[config.mk]
export PLATFORM = sky130hd
export DESIGN_NAME = hpfg_host_port
export DESIGN_NICKNAME = d
export VERILOG_FILES = /design/src/hpfg_pkg.sv /design/src/hpfg_host_port.sv
export VERILOG_INCLUDE_DIRS = /design/src
export SDC_FILE = /design/constraint.sdc
export NUM_CORES = 1
export LEC_CHECK = 0
export ABC_CLOCK_PERIOD_IN_PS = 3850
export BUFFER_PORTS_ARGS = -buffer_cell sky130_fd_sc_hd__buf_2
export CORE_MARGIN = 2
export CORE_UTILIZATION = 30
export CTS_BUF_LIST = sky130_fd_sc_hd__clkbuf_16
export DETAILED_ROUTE_END_ITERATION = 12
export GPL_TIMING_DRIVEN = 0
export PLACE_DENSITY = 0.44
export SLEW_MARGIN = 25
export SYNTH_ARGS = -nofsm -noshare
export SYNTH_HDL_FRONTEND = slang
export SYNTH_SLANG_ARGS = --single-unit
[constraint.sdc]
create_clock -name clk -period 3.85 [get_ports clk]
set_clock_uncertainty 0.2 [all_clocks]
set_input_delay 0.77 -clock clk [delete_from_list [all_inputs] [get_ports clk]]
set_output_delay 0.77 -clock clk [all_outputs]
set_load 0.01 [all_outputs]
[src/hpfg_consts.svh]
// Constants for the host port with fast address-mask gate.
// Included by hpfg_pkg.sv and hpfg_host_port.sv.
`ifndef HPFG_CONSTS_SVH
`define HPFG_CONSTS_SVH

`define HPFG_ADDR_CONTROL    16'hfff0
`define HPFG_ADDR_SYSCTL     16'hffc4
`define HPFG_ADDR_IN_ONE     16'hffb0
`define HPFG_ADDR_OUT_ONE    16'hffb1
`define HPFG_ADDR_STAT_ONE   16'hffb2
`define HPFG_ADDR_IN_TWO     16'hffb4
`define HPFG_ADDR_OUT_TWO    16'hffb5
`define HPFG_ADDR_STAT_TWO   16'hffb6
`define HPFG_ADDR_GATE_PORT  16'hffb8

`define HPFG_BIT_FAST_EN     0
`define HPFG_BIT_DIR         0
`define HPFG_BIT_IRQ_EN_ONE  1
`define HPFG_BIT_PORT_EN     1
`define HPFG_BIT_GATE        1
`define HPFG_BIT_CMD         3
`define HPFG_BIT_IN_FULL     1
`define HPFG_BIT_OUT_FULL    0
`define HPFG_USER_MASK       8'hf4

`define HPFG_CMD_GATE        8'hd1
`define HPFG_CMD_NULL        8'hff
`define HPFG_RESET_BYTE      8'h00
`define HPFG_GATE_INIT       1'b1
`define HPFG_PIN_IDLE        5'h1f

`endif

[src/hpfg_pkg.sv]
// Types for the host port with fast address-mask gate.
// Assumes hpfg_consts.svh sits in the same folder.
`include "hpfg_consts.svh"

package hpfg_pkg;
   typedef enum logic [1:0] {
      HPFG_IDLE = 2'b01,
      HPFG_WAIT = 2'b10
   } hpfg_gate_state_t;
endpackage : hpfg_pkg

[src/hpfg_host_port.sv]
// Host port with two channels and a hardware fast address-mask gate.
// Assumes host pins asynchronous to clk; slave CPU on a same-clock strobe bus.
//
// How it works
// - Port acts only while port enable set
// - Channel one read gives out byte or status
// - Channel one write captures byte, command or data
// - Channel two read gives out byte or status
// - Channel two write captures byte, command or data
// - Fast gate enable selects hardware gate control
// - Fast gate output starts at logic one
// - Only channel one host writes drive the fast gate
// - Data after D1 with bit one sets gate
// - Data after D1 with bit one clear clears
// - D1, data, FF consumed without interrupt flag
// - Other command after pair raises interrupt flag
// - Non-D1 command after D1 cancels, raises flag
// - Write latches command/data line into status
// - Input full set by host, cleared by read
// - Output full set by slave, cleared by host
// - Channel one input-full interrupt needs enable and full; channel two needs full only
`timescale 1ns/1ps
`default_nettype none
`include "hpfg_consts.svh"

module hpfg_host_port
   import hpfg_pkg::*;
(
   input  wire logic        clk,
   input  wire logic        rst_n,
   input  wire logic [15:0] regAddr,
   input  wire logic [7:0]  regWdata,
   input  wire logic        regWrite,
   input  wire logic        regRead,
   output var  logic [7:0]  regRdata,
   input  wire logic        channel_one_select_n,
   input  wire logic        channel_two_select_n,
   input  wire logic        host_read_strobe_n,
   input  wire logic        host_write_strobe_n,
   input  wire logic        host_cmd_data_line,
   input  wire logic [7:0]  hostDataIn,
   output var  logic [7:0]  hostDataOut,
   output logic             hostDataOe,
   output var  logic        address_mask_gate_out,
   output logic             gatePinOe,
   output logic             in_full_irq_one,
   output logic             inFullIrqTwo
);

   ////////////////////////////////////////////////////////////////////////////
   // Host pin synchronisers
   logic [4:0] pinMeta;
   logic [4:0] pinSync;
   logic [7:0] dataMeta;
   logic [7:0] dataSync;
   logic       wrPrev;
   logic       rdPrev;

   always_ff @(posedge clk or negedge rst_n) begin
      if (!rst_n) begin
         pinMeta  <= `HPFG_PIN_IDLE;
         pinSync  <= `HPFG_PIN_IDLE;
         dataMeta <= `HPFG_RESET_BYTE;
         dataSync <= `HPFG_RESET_BYTE;
      end else begin
         pinMeta  <= {channel_one_select_n, channel_two_select_n, host_read_strobe_n,
                      host_write_strobe_n, host_cmd_data_line};
         pinSync  <= pinMeta;
         dataMeta <= hostDataIn;
         dataSync <= dataMeta;
      end
   end

   logic sel1N;
   logic sel2N;
   logic rdN;
   logic wrN;
   logic cmdLine;
   assign {sel1N, sel2N, rdN, wrN, cmdLine} = pinSync;

   always_ff @(posedge clk or negedge rst_n) begin
      if (!rst_n) begin
         wrPrev <= 1'b1;
         rdPrev <= 1'b1;
      end else begin
         wrPrev <= wrN;
         rdPrev <= rdN;
      end
   end

   ////////////////////////////////////////////////////////////////////////////
   // Slave registers
   logic [7:0] system_control_reg;
   logic [7:0] host_port_control;
   logic [7:0] in_byte_one;
   logic [7:0] in_byte_two;
   logic [7:0] out_byte_one;
   logic [7:0] out_byte_two;
   logic [7:0] stat_one;
   logic [7:0] stat_two;
   logic       gate_pin_direction;
   logic       softGate;
   logic       fastGate;

   logic portOn;
   logic fast_gate_enable;
   logic in_full_irq_enable_one;
   assign portOn                 = system_control_reg[`HPFG_BIT_PORT_EN];
   assign fast_gate_enable       = host_port_control[`HPFG_BIT_FAST_EN];
   assign in_full_irq_enable_one = host_port_control[`HPFG_BIT_IRQ_EN_ONE];

   // Host cycle decode; both strobes low is treated as idle
   function automatic logic chanSel(input logic on, input logic ownN, input logic otherN);
      chanSel = on && !ownN && otherN;
   endfunction : chanSel

   // A strobe ends only if the other strobe stayed high across the edge
   function automatic logic strobeEnd(input logic nowN, input logic wasN, input logic othN,
                                      input logic othWasN);
      strobeEnd = nowN && !wasN && othN && othWasN;
   endfunction : strobeEnd

   logic ch1;
   logic ch2;
   logic bothLow;
   logic hostWrEnd;
   logic hostRdEnd;
   logic wr1;
   logic wr2;
   logic rdOut1;
   logic rdOut2;
   assign ch1       = chanSel(portOn, sel1N, sel2N);
   assign ch2       = chanSel(portOn, sel2N, sel1N);
   assign bothLow   = !rdN && !wrN;
   assign hostWrEnd = strobeEnd(wrN, wrPrev, rdN, rdPrev);
   assign hostRdEnd = strobeEnd(rdN, rdPrev, wrN, wrPrev);
   assign wr1       = ch1 && hostWrEnd;
   assign wr2       = ch2 && hostWrEnd;
   assign rdOut1    = ch1 && hostRdEnd && !cmdLine;
   assign rdOut2    = ch2 && hostRdEnd && !cmdLine;

   logic swWr;
   logic swRd;
   function automatic logic hit(input logic [15:0] a, input logic [15:0] want);
      hit = (a == want);
   endfunction : hit
   assign swWr = regWrite;
   assign swRd = regRead;

   always_ff @(posedge clk or negedge rst_n) begin
      if (!rst_n) begin
         system_control_reg <= `HPFG_RESET_BYTE;
         host_port_control  <= `HPFG_RESET_BYTE;
         gate_pin_direction <= 1'b0;
         softGate           <= `HPFG_GATE_INIT;
      end else if (swWr) begin
         if (hit(regAddr, `HPFG_ADDR_SYSCTL)) system_control_reg <= regWdata;
         if (hit(regAddr, `HPFG_ADDR_CONTROL)) host_port_control <= regWdata;
         if (hit(regAddr, `HPFG_ADDR_GATE_PORT)) begin
            gate_pin_direction <= regWdata[`HPFG_BIT_DIR];
            softGate           <= regWdata[`HPFG_BIT_GATE];
         end
      end
   end

   always_ff @(posedge clk or negedge rst_n) begin
      if (!rst_n) begin
         in_byte_one <= `HPFG_RESET_BYTE;
      end else if (wr1) begin
         in_byte_one <= dataSync;
      end
   end

   always_ff @(posedge clk or negedge rst_n) begin
      if (!rst_n) begin
         in_byte_two <= `HPFG_RESET_BYTE;
      end else if (wr2) begin
         in_byte_two <= dataSync;
      end
   end

   always_ff @(posedge clk or negedge rst_n) begin
      if (!rst_n) begin
         out_byte_one <= `HPFG_RESET_BYTE;
      end else if (swWr && hit(regAddr, `HPFG_ADDR_OUT_ONE)) begin
         out_byte_one <= regWdata;
      end
   end

   always_ff @(posedge clk or negedge rst_n) begin
      if (!rst_n) begin
         out_byte_two <= `HPFG_RESET_BYTE;
      end else if (swWr && hit(regAddr, `HPFG_ADDR_OUT_TWO)) begin
         out_byte_two <= regWdata;
      end
   end

   ////////////////////////////////////////////////////////////////////////////
   // Fast gate sequencer
   hpfg_gate_state_t gateState;
   logic             swallow;
   logic             isGateCmd;
   logic             isNullCmd;
   assign isGateCmd = (dataSync == `HPFG_CMD_GATE);
   assign isNullCmd = (dataSync == `HPFG_CMD_NULL);

   always_ff @(posedge clk or negedge rst_n) begin
      if (!rst_n) begin
         gateState <= HPFG_IDLE;
         fastGate  <= `HPFG_GATE_INIT;
      end else if (!fast_gate_enable) begin
         gateState <= HPFG_IDLE;
         fastGate  <= `HPFG_GATE_INIT;
      end else if (wr1) begin
         case (gateState)
            HPFG_IDLE: begin
               if (cmdLine && isGateCmd) gateState <= HPFG_WAIT;
            end
            HPFG_WAIT: begin
               if (!cmdLine) begin
                  fastGate  <= dataSync[`HPFG_BIT_GATE];
                  gateState <= HPFG_IDLE;
               end else if (!isGateCmd) begin
                  gateState <= HPFG_IDLE;
               end
            end
            default: gateState <= HPFG_IDLE;
         endcase
      end
   end

   // Bytes the hardware consumes raise no input-full flag
   always_comb begin
      swallow = 1'b0;
      if (fast_gate_enable) begin
         if (cmdLine && isGateCmd) swallow = 1'b1;
         else if (cmdLine && isNullCmd && gateState != HPFG_WAIT) swallow = 1'b1;
         else if (!cmdLine && gateState == HPFG_WAIT) swallow = 1'b1;
      end
   end

   ////////////////////////////////////////////////////////////////////////////
   // Status registers; host set wins over slave clear
   logic rdIn1;
   logic rdIn2;
   logic wrOut1;
   logic wrOut2;
   assign rdIn1  = swRd && hit(regAddr, `HPFG_ADDR_IN_ONE);
   assign rdIn2  = swRd && hit(regAddr, `HPFG_ADDR_IN_TWO);
   assign wrOut1 = swWr && hit(regAddr, `HPFG_ADDR_OUT_ONE);
   assign wrOut2 = swWr && hit(regAddr, `HPFG_ADDR_OUT_TWO);

   // Slave writes reach only the user bits
   function automatic logic [7:0] userMerge(input logic [7:0] old, input logic [7:0] wdata);
      userMerge = (old & ~`HPFG_USER_MASK) | (wdata & `HPFG_USER_MASK);
   endfunction : userMerge

   always_ff @(posedge clk or negedge rst_n) begin
      if (!rst_n) begin
         stat_one <= `HPFG_RESET_BYTE;
      end else begin
         if (swWr && hit(regAddr, `HPFG_ADDR_STAT_ONE))
            stat_one <= userMerge(stat_one, regWdata);
         if (wr1) stat_one[`HPFG_BIT_CMD] <= cmdLine;
         if (wr1 && !swallow) stat_one[`HPFG_BIT_IN_FULL] <= 1'b1;
         else if (rdIn1) stat_one[`HPFG_BIT_IN_FULL] <= 1'b0;
         if (wrOut1) stat_one[`HPFG_BIT_OUT_FULL] <= 1'b1;
         else if (rdOut1) stat_one[`HPFG_BIT_OUT_FULL] <= 1'b0;
      end
   end

   always_ff @(posedge clk or negedge rst_n) begin
      if (!rst_n) begin
         stat_two <= `HPFG_RESET_BYTE;
      end else begin
         if (swWr && hit(regAddr, `HPFG_ADDR_STAT_TWO))
            stat_two <= userMerge(stat_two, regWdata);
         if (wr2) stat_two[`HPFG_BIT_CMD] <= cmdLine;
         if (wr2) stat_two[`HPFG_BIT_IN_FULL] <= 1'b1;
         else if (rdIn2) stat_two[`HPFG_BIT_IN_FULL] <= 1'b0;
         if (wrOut2) stat_two[`HPFG_BIT_OUT_FULL] <= 1'b1;
         else if (rdOut2) stat_two[`HPFG_BIT_OUT_FULL] <= 1'b0;
      end
   end

   ////////////////////////////////////////////////////////////////////////////
   // Outputs
   always_ff @(posedge clk or negedge rst_n) begin
      if (!rst_n) begin
         address_mask_gate_out <= `HPFG_GATE_INIT;
      end else begin
         address_mask_gate_out <= fast_gate_enable ? fastGate : softGate;
      end
   end
   assign gatePinOe = gate_pin_direction;

   assign in_full_irq_one = in_full_irq_enable_one && stat_one[`HPFG_BIT_IN_FULL];
   assign inFullIrqTwo    = stat_two[`HPFG_BIT_IN_FULL];

   // Status on the command line, data byte otherwise
   function automatic logic [7:0] hostPick(input logic cd, input logic [7:0] stat,
                                           input logic [7:0] data);
      hostPick = cd ? stat : data;
   endfunction : hostPick

   // Host read data, driven while a selected read strobe is low
   always_ff @(posedge clk or negedge rst_n) begin
      if (!rst_n) begin
         hostDataOut <= `HPFG_RESET_BYTE;
      end else if (ch1) begin
         hostDataOut <= hostPick(cmdLine, stat_one, out_byte_one);
      end else if (ch2) begin
         hostDataOut <= hostPick(cmdLine, stat_two, out_byte_two);
      end
   end
   assign hostDataOe = (ch1 || ch2) && !rdN && wrN && !bothLow;

   // Slave read port, data one cycle after the strobe
   always_ff @(posedge clk or negedge rst_n) begin
      if (!rst_n) begin
         regRdata <= `HPFG_RESET_BYTE;
      end else if (swRd) begin
         case (regAddr)
            `HPFG_ADDR_SYSCTL:    regRdata <= system_control_reg;
            `HPFG_ADDR_CONTROL:   regRdata <= host_port_control;
            `HPFG_ADDR_IN_ONE:    regRdata <= in_byte_one;
            `HPFG_ADDR_OUT_ONE:   regRdata <= out_byte_one;
            `HPFG_ADDR_STAT_ONE:  regRdata <= stat_one;
            `HPFG_ADDR_IN_TWO:    regRdata <= in_byte_two;
            `HPFG_ADDR_OUT_TWO:   regRdata <= out_byte_two;
            `HPFG_ADDR_STAT_TWO:  regRdata <= stat_two;
            `HPFG_ADDR_GATE_PORT: regRdata <= {6'h00, softGate, gate_pin_direction};
            default:              regRdata <= `HPFG_RESET_BYTE;
         endcase
      end else begin
         regRdata <= `HPFG_RESET_BYTE;
      end
   end

endmodule : hpfg_host_port
`default_nettype wire

== Word-level counts from Yosys, hierarchy flattened ==
Index checks and enable logic that the tools add are counted.
Word-level totals
  flip-flop bits (word level): 114
  bits in read-only memories: 0
  memories kept: 0
  input port bits: 41
  RAM bits: 0
  output and inout port bits: 21
  word-level logic and storage cells: 135
  bits in latches: 0
Cells by class
  multipliers: 0
  reductions and logical operators: 54
  div/mod/pow operators: 0
  multiplexer cells: 33
  equality and inequality tests: 19
  shift-type cells: 0
  magnitude comparators: 0
  add/subtract/negate cells: 0
  bitwise operators: 2
Operators by type and width (number)
  $eq A16 B16 Y1 const B: 9
  $pmux W8 S9: 1
  $mux W8: 5
  $logic_and A1 B1 Y1: 32
  $mux W1: 19
  $eq A8 B8 Y1 const B: 2
  $or A4 B8 Y8: 2
  $reduce_bool A3 Y1: 4
  $mux W2: 5
  $logic_not A1 Y1: 9
  $mux W4: 2
  $reduce_and A2 Y1: 3
  $reduce_and A3 Y1: 2
  $reduce_bool A2 Y1: 3
  $ne A2 B1 Y1 const B: 2
  $ne A2 B2 Y1 const B: 2
  $ne A4 B4 Y1 const B: 1
  $pmux W2 S2: 1
  $ne A3 B3 Y1 const B: 1
  $eq A2 B1 Y1 const B: 1
  $eq A2 B2 Y1 const B: 1
  $logic_or A1 B1 Y1: 1

== Logic depth before layout (Yosys ltp) ==
Gate-level depths: netlist of the first run.
  depth after elaboration: 9
  gate-level depth with buffers: 7

== Least setup slack after synthesis of the first run ==
Ideal clock, no wire load.
  path type: in2reg
  from: in regAddr[3]
  to: reg system_control_reg[0]
  required time: 3.522 ns
  stages on the path: 5
  data arrival time: 2.163 ns
  setup slack: 1.360 ns
  cell sequence: nand2b_1 > or4_4 > nor3_4 > nand2_4 > mux2_1
On the way
  cells in the longest elaborated chain, start to end: 2
Ends and longest elaborated chain
  start, declared: line hpfg_host_port.sv:31  | input wire logic [15:0] regAddr,
  $eq A16 B16 Y1: line hpfg_host_port.sv:145  | hit = (a == want);
  $reduce_and A2 Y1 (no source line)
  end signal, assigned: line hpfg_host_port.sv:152  | system_control_reg <= `HPFG_RESET_BYTE;
  end signal, assigned: line hpfg_host_port.sv:157  | if (hit(regAddr, `HPFG_ADDR_SYSCTL)) system_control_reg <= regWdata;
  end, declared: line hpfg_host_port.sv:93  | logic [7:0] system_control_reg;
Every way passes these cells.
A chain may end at the register's enable or synchronous reset.

== Worst setup path after layout of the first run ==
  from: reg pinSync[3]
  to: out hostDataOe
On the way
  cells in the longest elaborated chain, start to end: 7
  elaborated cells on any way between the ends: 8
Ends and longest elaborated chain
  start, declared: line hpfg_host_port.sv:53  | logic [4:0] pinSync;
  start signal, assigned: line hpfg_host_port.sv:62  | pinSync <= `HPFG_PIN_IDLE;
  start signal, assigned: line hpfg_host_port.sv:68  | pinSync <= pinMeta;
  $logic_not A1 Y1: line hpfg_host_port.sv:114  | chanSel = on && !ownN && otherN;
  $logic_and A1 B1 Y1 (2 in series): line hpfg_host_port.sv:114
  $logic_or A1 B1 Y1 (*): line hpfg_host_port.sv:316  | assign hostDataOe = (ch1 || ch2) && !rdN && wrN && !bothLow;
  $logic_and A1 B1 Y1 (*) (3 in series): line hpfg_host_port.sv:316
  end, declared: line hpfg_host_port.sv:43  | output logic hostDataOe,
Every way passes the cells marked *; elsewhere a longest branch is shown, timed or not.

==> Implementation_results.wiki, run 1 <==
{| class="wikitable"
! Metric !! Value
|-
| Grt peak-use layer || met2
|-
| Share of final-layout standard cells stronger than drive strength 1 || 0.386
|-
| Max cap viols || 0
|-
| Slew at the pin with the worst max-slew slack || 0.928 ns
|-
| Global routing usage summed across all routing layers || 0.161
|-
| Detail-routed net length per standard cell || 19.7 µm
|-
| Flip-flop and latch count after synthesis || 114
|-
| Combined area of the multi-input logic cells || 2030 µm²
|-
| Post-synthesis cell count || 370
|-
| Overall die height || 132 µm
|-
| Clk_lat worst skew || 0.41 ns
|-
| Async SR Flop Fraction || 1.00
|-
| CTS tree || done
|-
| CP Buf/Inv Count || 1
|-
| Placement row count || 46
|-
| Die Footprint || 17500 µm²
|-
| Number of hold-slack violations in the final timing report || 0
|-
| Number of nets in the finished design || 492
|-
| Clock sink total || 114
|-
| Deepest clock path buffer count || 2
|-
| Min-delay worst type || input port to asynchronous set/reset pin
|-
| Most common cell after layout, fill and taps aside || dfrtp_1
|-
| Drt drc || 0
|-
| Worst-path clk slew || 0.06 ns
|-
| Endpoint arrival time on the critical path || 1.89 ns
|-
| Kind of critical path || register to output port
|-
| Starting Density || 0.309
|-
| Relative max-transition margin || 0.379
|-
| Most frequent cells in the layout || 98 x dfrtp_1, 62 x buf_2, 56 x mux2_2
|-
| Vias in the first global route || 3603
|-
| Wire length of the first global-routing pass || 20900 µm
|-
| Post-route antenna net violation count || 0
|-
| Peak VDD IR || 0.349 mV
|-
| Leading register cell type out of synthesis || dfrtp_1
|-
| Final core occ || 0.383
|-
| Power density normalized to cell area || 465 nW/µm²
|-
| Number of distinct standard cells referenced by the synthesized netlist || 53
|-
| Period minus WS final || 2.86 ns
|-
| Unrepaired setup endpoints after global routing || no
|-
| Ordered cell list for the critical path || nand2_1 > nor2_1 > nor2_1 > nor3b_1 > buf_2
|-
| Area added between synthesis and finish || 23.9%
|-
| Synthesized area || 4940 µm²
|-
| Via Count || 3392
|-
| Global-route track usage on met2 || 0.266
|-
| Post-synthesis adder-cell area fraction || 0
|-
| Critical path's top delay family || simple AND/OR/NAND/NOR gates
|-
| Sequential cell area || 2870 µm²
|-
| Number of buffers created by CTS || 17
|-
| Most frequent cell on the critical path || nor2_1
|-
| Compound-gate portion of the synthesized area || 0.0936
|-
| Count of port buffers added during placement || 61
|-
| Syn avg cell area || 13.4 µm²
|-
| Maximum fanout along the worst path || 6
|-
| Total global routing overflow || 0
|-
| Tcrit/Tclk final || 0.744
|-
| Setup violation total in the final timing report || 0
|-
| Ys Warns || 0
|-
| Pin count of the biggest net entering global routing || 62
|-
| Number of antenna cells inserted || 0
|-
| H-tree levels || 4
|-
| Synth Area in Simple Gates || 0.121
|-
| GR met3 Demand/Resource || 0.0427
|-
| Final Wtd Congestion || 0.798
|-
| Vias per inst || 4.99
|-
| Combinational family with the most area after synthesis || multiplexers
|-
| Global-route track usage on met1 || 0.205
|-
| Fmax || 0.349 GHz
|-
| Total routed wirelength || 13400 µm
|-
| CP max-delay cell || dfstp_2
|-
| Count of TritonRoute iterations in the first routing pass || 4
|-
| Filler instances || 1622
|-
| HPWL after detailed placement || 9620 µm
|-
| Outcome || finished clean
|-
| CTS resizes || 0
|-
| Area inside the core boundary || 16000 µm²
|-
| EDFF count, synth || 0
|-
| Worst setup EP type || output port
|-
| Worst endpoint required time || 2.88 ns
|-
| Synthesized net count || 411
|-
| First DRT Iteration DRCs || 207
|-
| Slew Viols, Final || 0
|-
| Number of antenna violations at the first check in global routing || 0
|-
| Critical path's largest stage delay || 0.54 ns
|-
| Post-CTS Setup Bufs || 0
|-
| Total power after layout || 2.85 mW
|-
| Leakage power || 2.85 nW
|-
| Final total negative setup slack || 0 ns
|-
| IO Pins || 62
|-
| Cell at the root of the clock tree || clkbuf_16
|-
| Die width || 132 µm
|-
| Share of synthesized area spent on multiplexers || 0.194
|-
| Xor-xnor portion of the synthesized cell area || 0
|-
| Crit path launch type || register
|-
| Hold buffer count at cts || 0
|-
| Part of the Yosys area used for sequential elements || 0.581
|}
[final cells by class]
class / instances / share of cell area
Timing Repair Buffer: 62 / 0.0553
Buffer: 12 / 0.00776
Inverter: 1 / 0.000613
Clock buffer: 17 / 0.0694
Tap cell: 216 / 0.0441
Multi-Input combinational cell: 243 / 0.331
Sequential cell: 114 / 0.469
Clock inverter: 15 / 0.0231
[Yosys cell counts (4+ instances only)]
| master | count | area (µm²) |
|---|---|---|
| clkbuf_1 | 8 | 30.0 |
| a22oi_1 | 6 | 45.0 |
| a21oi_1 | 7 | 35.0 |
| nand2_1 | 20 | 75.1 |
| mux2_2 | 56 | 631 |
| nor2b_1 | 8 | 50.1 |
| nand3_1 | 10 | 50.1 |
| nand4_1 | 4 | 25.0 |
| dfstp_2 | 16 | 420 |
| mux2i_1 | 24 | 240 |
| mux2_1 | 8 | 90.1 |
| a22o_1 | 6 | 52.6 |
| dfrtp_1 | 98 | 2450 |
| nand3b_1 | 4 | 30.0 |
| a222oi_1 | 4 | 40.0 |
| o21ai_0 | 13 | 65.1 |
| nor2_1 | 15 | 56.3 |
| a221oi_1 | 5 | 43.8 |
[per-layer routing]
layer	part of all wire	vias to the layer above	wire (µm)
met3	0.036	18	487
met2	0.49	68	6560
met4	0.017	0	234
met1	0.46	1735	6150
li1	-	1571	-
met5	0	-	0
[cell families (layout without fill, tap and decap cells)]
| family | after synthesis | count (layout) |
|---|---|---|
| AOI/OAI and AO/OA | 63 | 63 |
| buffers and inverters | 13 | 107 |
| DFF | 114 | 114 |
| muxes | 88 | 88 |
| and+or+nand+nor | 92 | 92 |
[metrics by stage]
stage	setup slack (ns)	cells	instance area, µm²	hold slack, ns
2_1_floorplan	1.36	370	4940	0.131
3_3_place_gp	0.379	647	5520	0.132
3_5_place_dp	0.638	648	5560	0.135
4_1_cts	0.916	680	6130	0.137
5_1_grt	0.785	680	6130	0.151
6_report	0.987	680	6130	0.123
[report_power, final]
| group | internal, mW | total [mW] | switching (mW) |
|---|---|---|---|
| registers | 1.22 | 1.23 | 0.00904 |
| clock network | 0.943 | 1.51 | 0.563 |
| logic | 0.0365 | 0.113 | 0.0765 |
| total | 2.20 | 2.85 | 0.649 |
[worst paths after layout]
path                       cells after the start                   from  slack (ns)                         endpoint
max in group asynchronous                      2                  rst_n        2.58  address_mask_gate_out$_DFF_PN1_
hold reg to reg                                0  dataMeta[4]$_DFF_PN0_        0.15            dataSync[4]$_DFF_PN0_
min in group clk                               0  dataMeta[4]$_DFF_PN0_        0.15            dataSync[4]$_DFF_PN0_
hold / removal                                 1                  rst_n        0.12       hostDataOut[7]$_DFFE_PN0N_
setup / recovery                               5   pinSync[3]$_DFF_PN1_        0.99                       hostDataOe
setup reg to reg                               4   pinSync[0]$_DFF_PN1_        1.51       hostDataOut[7]$_DFFE_PN0N_
(Power assumes the default switching activity.)
==> run 2: changes to the inputs <==
Settings changed: ABC_CLOCK_PERIOD_IN_PS 3850 to 2610, PLACE_DENSITY 0.44 to 0.45.
Clock period 3.85 ns to 2.61 ns, I/O delays scaled along.
==> Implementation_results.wiki, run 2 (same netlist as run 1, synthesis figures left out) <==
{| class="wikitable"
! Metric !! Value
|-
| Via Count || 3396
|-
| Tcrit/Tclk final || 0.955
|-
| Unrepaired setup endpoints after global routing || no
|-
| Most frequent cells in the layout || 98 x dfrtp_1, 62 x buf_2, 56 x mux2_2
|-
| Internal cell power || 3.23 mW
|-
| Depth of the most critical reg-to-reg path || 4
|-
| Switching Fraction || 0.218
|-
| Proportion of power drawn by the clock network || 0.516
|-
| Starting Density || 0.309
|-
| Vias per inst || 4.90
|-
| Total routed wirelength || 13500 µm
|-
| Kind of critical path || input port to register
|-
| Vias in the first global route || 3627
|-
| Period minus WS final || 2.49 ns
|-
| H-tree levels || 4
|-
| Worst reg2reg startpoint || pinSync[0]$_DFF_PN1_
|-
| Share of final-layout standard cells stronger than drive strength 1 || 0.369
|-
| Outcome || finished clean
|-
| Pin count of the biggest net entering global routing || 76
|-
| Worst min-delay path endpoint || dataSync[5]$_DFF_PN0_
|-
| Maximum fanout along the worst path || 10
|-
| Relative max-transition margin || 0.377
|-
| Cell count of the worst hold path || 0
|-
| Die Footprint || 17500 µm²
|-
| Number of nets in the finished design || 505
|-
| Endpoint of the worst register-to-register path || hostDataOut[4]$_DFFE_PN0N_
|-
| Setup violation total in the final timing report || 0
|-
| Power density normalized to cell area || 660 nW/µm²
|-
| Placed standard-cell area || 5560 µm²
|-
| Detail-routed net length per standard cell || 19.5 µm
|-
| Clk_lat worst skew || 0.41 ns
|-
| Global routing usage summed across all routing layers || 0.161
|-
| Total power after layout || 4.13 mW
|-
| Count of TritonRoute iterations in the first routing pass || 4
|-
| Hold path startpoint || dataMeta[5]$_DFF_PN0_
|-
| Worst endpoint required time || 2.71 ns
|-
| Min-delay worst type || register to register
|-
| Number of antenna violations at the first check in global routing || 0
|-
| Post-route antenna net violation count || 0
|-
| Fin area || 6250 µm²
|-
| Leakage power || 2.94 nW
|-
| Relative contribution of combinational cells to total power || 0.044
|-
| Worst setup EP type || register
|-
| First DRT Iteration DRCs || 160
|-
| Cell at the root of the clock tree || clkbuf_16
|-
| Die width || 132 µm
|-
| Worst-path clk slew || 0.05 ns
|-
| Wire length of the first global-routing pass || 20900 µm
|-
| Clock sink total || 114
|-
| IO Pins || 62
|-
| Post-CTS Setup Bufs || 0
|-
| Fmax || 0.401 GHz
|-
| Sequential power share || 0.440
|-
| Slew Viols, Final || 0
|-
| Max cap viols || 0
|-
| Peak VDD IR || 0.435 mV
|-
| Flop2flop setup slack || 0.30 ns
|-
| Overall die height || 132 µm
|-
| HPWL after detailed placement || 9630 µm
|-
| Net load switching power || 898 µW
|-
| Final Wtd Congestion || 0.790
|-
| Count of port buffers added during placement || 61
|-
| Drt drc || 0
|-
| Placement row count || 46
|-
| Crit path launch type || input port
|-
| Number of antenna cells inserted || 0
|-
| Slew at the pin with the worst max-slew slack || 0.932 ns
|-
| Most common cell after layout, fill and taps aside || dfrtp_1
|-
| Endpoint arrival time on the critical path || 2.59 ns
|-
| Number of hold-slack violations in the final timing report || 0
|-
| Number of buffers created by CTS || 17
|-
| Deepest clock path buffer count || 2
|-
| Total global routing overflow || 0
|-
| Area added between synthesis and finish || 26.5%
|-
| CTS tree || done
|-
| Area inside the core boundary || 16000 µm²
|}
==> run 2: what timing repair did <==
action / CTS / global route
cloned: 0 / 0
endpoints found under the setup margin: 1 / 9
resized for setup: 1 / 3
hold buffers: 14 / 0
hold endpoints to repair: 52 / 0
pin swaps: 0 / 0
==> run 2: final cells by class <==
type / count / area [µm²]
Buffer: 11 / 43.8
Tap cell: 216 / 270
Timing Repair Buffer: 76 / 479
Sequential cell: 114 / 2870
Fill cell: 1593 / 9750
Clock buffer: 17 / 425
Clock inverter: 15 / 114
Inverter: 1 / 3.75
Multi-Input combinational cell: 243 / 2040
==> run 2: layer usage <==
metal	up-vias	wire, µm	track usage
li1	1597	-	-
met1	1707	6230	0.210
met2	68	6520	0.254
met3	24	427	0.0373
met4	0	376	0.0765
met5	-	0	0
==> run 2: power by group through the flow <==
stage	sequential (mW)	combinational [mW]	clock, mW
floorplan	1.84	0.0573	0
global placement	1.84	0.161	0
detailed placement	1.84	0.169	0
CTS	1.81	0.186	2.19
global route	1.82	0.202	2.26
finish	1.81	0.183	2.13
==> run 2: how the worst max path moves through the flow <==
stage	endpoint	start	slack, ns
after floorplan	system_control_reg[0]$_DFFE_PN0P_	regAddr[3]	0.37
after global placement	dataMeta[6]$_DFF_PN0_	rst_n	-0.61
after detailed placement	out_byte_one[7]$_DFFE_PN0P_	regAddr[3]	-0.36
after CTS	hostDataOe	pinSync[3]$_DFF_PN1_	0.04
after global routing	host_port_control[1]$_DFFE_PN0P_	regAddr[3]	0.003
final	host_port_control[4]$_DFFE_PN0P_	regAddr[2]	0.12
==> run 2: through the flow <==
| stage | setup WS, ns | TNS [ns] | cells | util | hold WS (ns) |
|---|---|---|---|---|---|
| after CTS | 0.0359 | 0 | 693 | 0.390 | 0.148 |
| after detailed placement | -0.357 | -8.38 | 648 | 0.348 | 0.135 |
| after global routing | 0.00313 | 0 | 693 | 0.391 | 0.154 |
| final | 0.117 | 0 | 693 | 0.391 | 0.146 |
| after global placement | -0.606 | -66.71 | 647 | 0.345 | 0.132 |
| after floorplan | 0.368 | 0 | 370 | - | 0.0264 |
==> run 2: worst max-delay path: stages <==
cell and delay [ns]:
buf_2 0.13, clkbuf_1 0.26, nor2_1 0.23, nand3_1 0.14
nor4_4 0.47, nand2_1 0.45, mux2_2 0.39
==> run 3: changes to the inputs <==
Settings changed: CORE_UTILIZATION 30 to 52, PLACE_DENSITY 0.45 to 0.73.
==> Implementation_results.wiki, run 3 (same netlist as run 1, synthesis figures left out) <==
{| class="wikitable"
! Metric !! Value
|-
| Outcome || finished clean
|-
| Number of nets in the finished design || 492
|-
| Critical path's largest stage delay || 0.54 ns
|-
| Fmax || 0.392 GHz
|-
| Sequential power share || 0.435
|-
| Placed standard-cell area || 5450 µm²
|-
| Leakage power || 2.87 nW
|-
| Max cap viols || 0
|-
| Number of hold-slack violations in the final timing report || 0
|-
| Slew Viols, Final || 0
|-
| Number of buffers created by CTS || 17
|-
| Switching Fraction || 0.222
|-
| Proportion of power drawn by the clock network || 0.526
|-
| Worst reg2reg startpoint || pinSync[3]$_DFF_PN1_
|-
| Pin count of the biggest net entering global routing || 59
|-
| Kind of critical path || register to output port
|-
| Cell at the root of the clock tree || clkbuf_16
|-
| Detail-routed net length per standard cell || 20.8 µm
|-
| Relative contribution of combinational cells to total power || 0.039
|-
| Slew at the pin with the worst max-slew slack || 0.891 ns
|-
| Die Footprint || 10300 µm²
|-
| Fin area || 6050 µm²
|-
| Peak VDD IR || 0.526 mV
|-
| Maximum fanout along the worst path || 6
|-
| Critical path's top delay family || simple AND/OR/NAND/NOR gates
|-
| Global routing usage summed across all routing layers || 0.259
|-
| Post-CTS Setup Bufs || 0
|-
| CP max-delay cell || dfstp_2
|-
| Power density normalized to cell area || 690 nW/µm²
|-
| Area inside the core boundary || 9240 µm²
|-
| Unrepaired setup endpoints after global routing || no
|-
| CTS tree || done
|-
| Final Wtd Congestion || 0.871
|-
| Count of TritonRoute iterations in the first routing pass || 5
|-
| Deepest clock path buffer count || 2
|-
| Net load switching power || 929 µW
|-
| Post-route antenna net violation count || 0
|-
| Internal cell power || 3.25 mW
|-
| Placement row count || 35
|-
| Period minus WS final || 2.55 ns
|-
| Overall die height || 102 µm
|-
| Starting Density || 0.535
|-
| Wire length of the first global-routing pass || 19500 µm
|-
| Die width || 102 µm
|-
| Crit path launch type || register
|-
| Endpoint arrival time on the critical path || 1.83 ns
|-
| Relative max-transition margin || 0.404
|-
| Worst-path clk slew || 0.05 ns
|-
| Filler instances || 712
|-
| Number of antenna cells inserted || 0
|-
| Via Count || 3576
|-
| Worst setup EP type || output port
|-
| Most common cell after layout, fill and taps aside || dfrtp_1
|-
| Setup violation total in the final timing report || 0
|-
| Hold path startpoint || host_write_strobe_n
|-
| CP Buf/Inv Count || 1
|-
| Vias in the first global route || 3569
|-
| First DRT Iteration DRCs || 254
|-
| Tcrit/Tclk final || 0.977
|-
| Flop2flop setup slack || 0.26 ns
|-
| Cell count of the worst hold path || 1
|-
| Clk_lat worst skew || 0.40 ns
|-
| Total routed wirelength || 12300 µm
|-
| HPWL after detailed placement || 8360 µm
|-
| IO Pins || 62
|-
| Depth of the most critical reg-to-reg path || 4
|-
| Min-delay worst type || input port to register
|-
| H-tree levels || 4
|-
| Ordered cell list for the critical path || and3b_2 > nor2_1 > nor3b_1 > buf_2
|-
| Number of antenna violations at the first check in global routing || 0
|-
| Count of port buffers added during placement || 61
|-
| Worst endpoint required time || 1.89 ns
|-
| Area added between synthesis and finish || 22.4%
|-
| Non-filler cells in the finished layout || 593
|-
| Clock sink total || 114
|-
| Most frequent cells in the layout || 98 x dfrtp_1, 62 x buf_2, 56 x mux2_2
|-
| Drt drc || 0
|-
| Worst min-delay path endpoint || pinMeta[1]$_DFF_PN1_
|-
| Share of final-layout standard cells stronger than drive strength 1 || 0.394
|-
| Total global routing overflow || 0
|-
| Endpoint of the worst register-to-register path || in_byte_one[6]$_DFFE_PN0P_
|-
| Vias per inst || 6.03
|-
| Placed insts || 561
|}
==> run 3: how the worst max path moves through the flow <==
stage,to,cells after the start,from
after CTS,out_byte_one[7]$_DFFE_PN0P_,5,regAddr[3]
after global routing,hostDataOe,4,pinSync[4]$_DFF_PN1_
after floorplan,system_control_reg[0]$_DFFE_PN0P_,5,regAddr[3]
after detailed placement,host_port_control[7]$_DFFE_PN0P_,7,regAddr[3]
final,hostDataOe,4,pinSync[3]$_DFF_PN1_
after global placement,regRdata[3]$_DFF_PN0_,1,rst_n
==> run 3: repair_timing <==
item / 4_1_cts / 5_1_grt
resized for setup: 4 / 2
setup endpoints to repair: 9 / 8
hold buffers: 1 / 0
endpoints found under the hold margin: 45 / 0
==> run 3: metal layers <==
metal | routed length (µm) | vias to the layer above | part of all wire | track usage
met4 | 210 | 0 | 0.017 | 0.0956
met1 | 5330 | 1809 | 0.43 | 0.350
met2 | 5850 | 170 | 0.47 | 0.405
met3 | 932 | 17 | 0.076 | 0.0704
met5 | 0 | - | 0 | 0
li1 | - | 1580 | - | -
==> run 3: power groups by stage <==
stage                     sequential [mW]  combinational, mW  clock [mW]
after global placement               1.84              0.151           0
after CTS                            1.81              0.163        2.21
after floorplan                      1.84             0.0573           0
after detailed placement             1.84              0.161           0
after global routing                 1.82              0.180        2.31
final                                1.81              0.164        2.20
==> run 3: stage by stage <==
stage	total power [mW]	hold WS, ns	util	TNS, ns	worst slack (ns)
2_1_floorplan	1.90	0.0264	-	0	0.368
3_3_place_gp	1.99	0.132	0.586	-50.43	-0.415
3_5_place_dp	2.00	0.136	0.590	-9.76	-0.440
4_1_cts	4.19	0.00658	0.653	0	0.0359
5_1_grt	4.30	0.000106	0.655	0	0.00121
6_report	4.17	0.0131	0.655	0	0.0599
==> run 3: area by class of cell <==
class	instances	area, µm²	share of cell area
inverter	1	3.75	0.000620
clock inverter	15	143	0.0236
clock buffer	17	425	0.0703
multi-input combinational	243	2050	0.339
sequential	114	2870	0.475
buffer	11	43.8	0.00724
tap	129	161	0.0267
timing repair buffer	63	349	0.0577
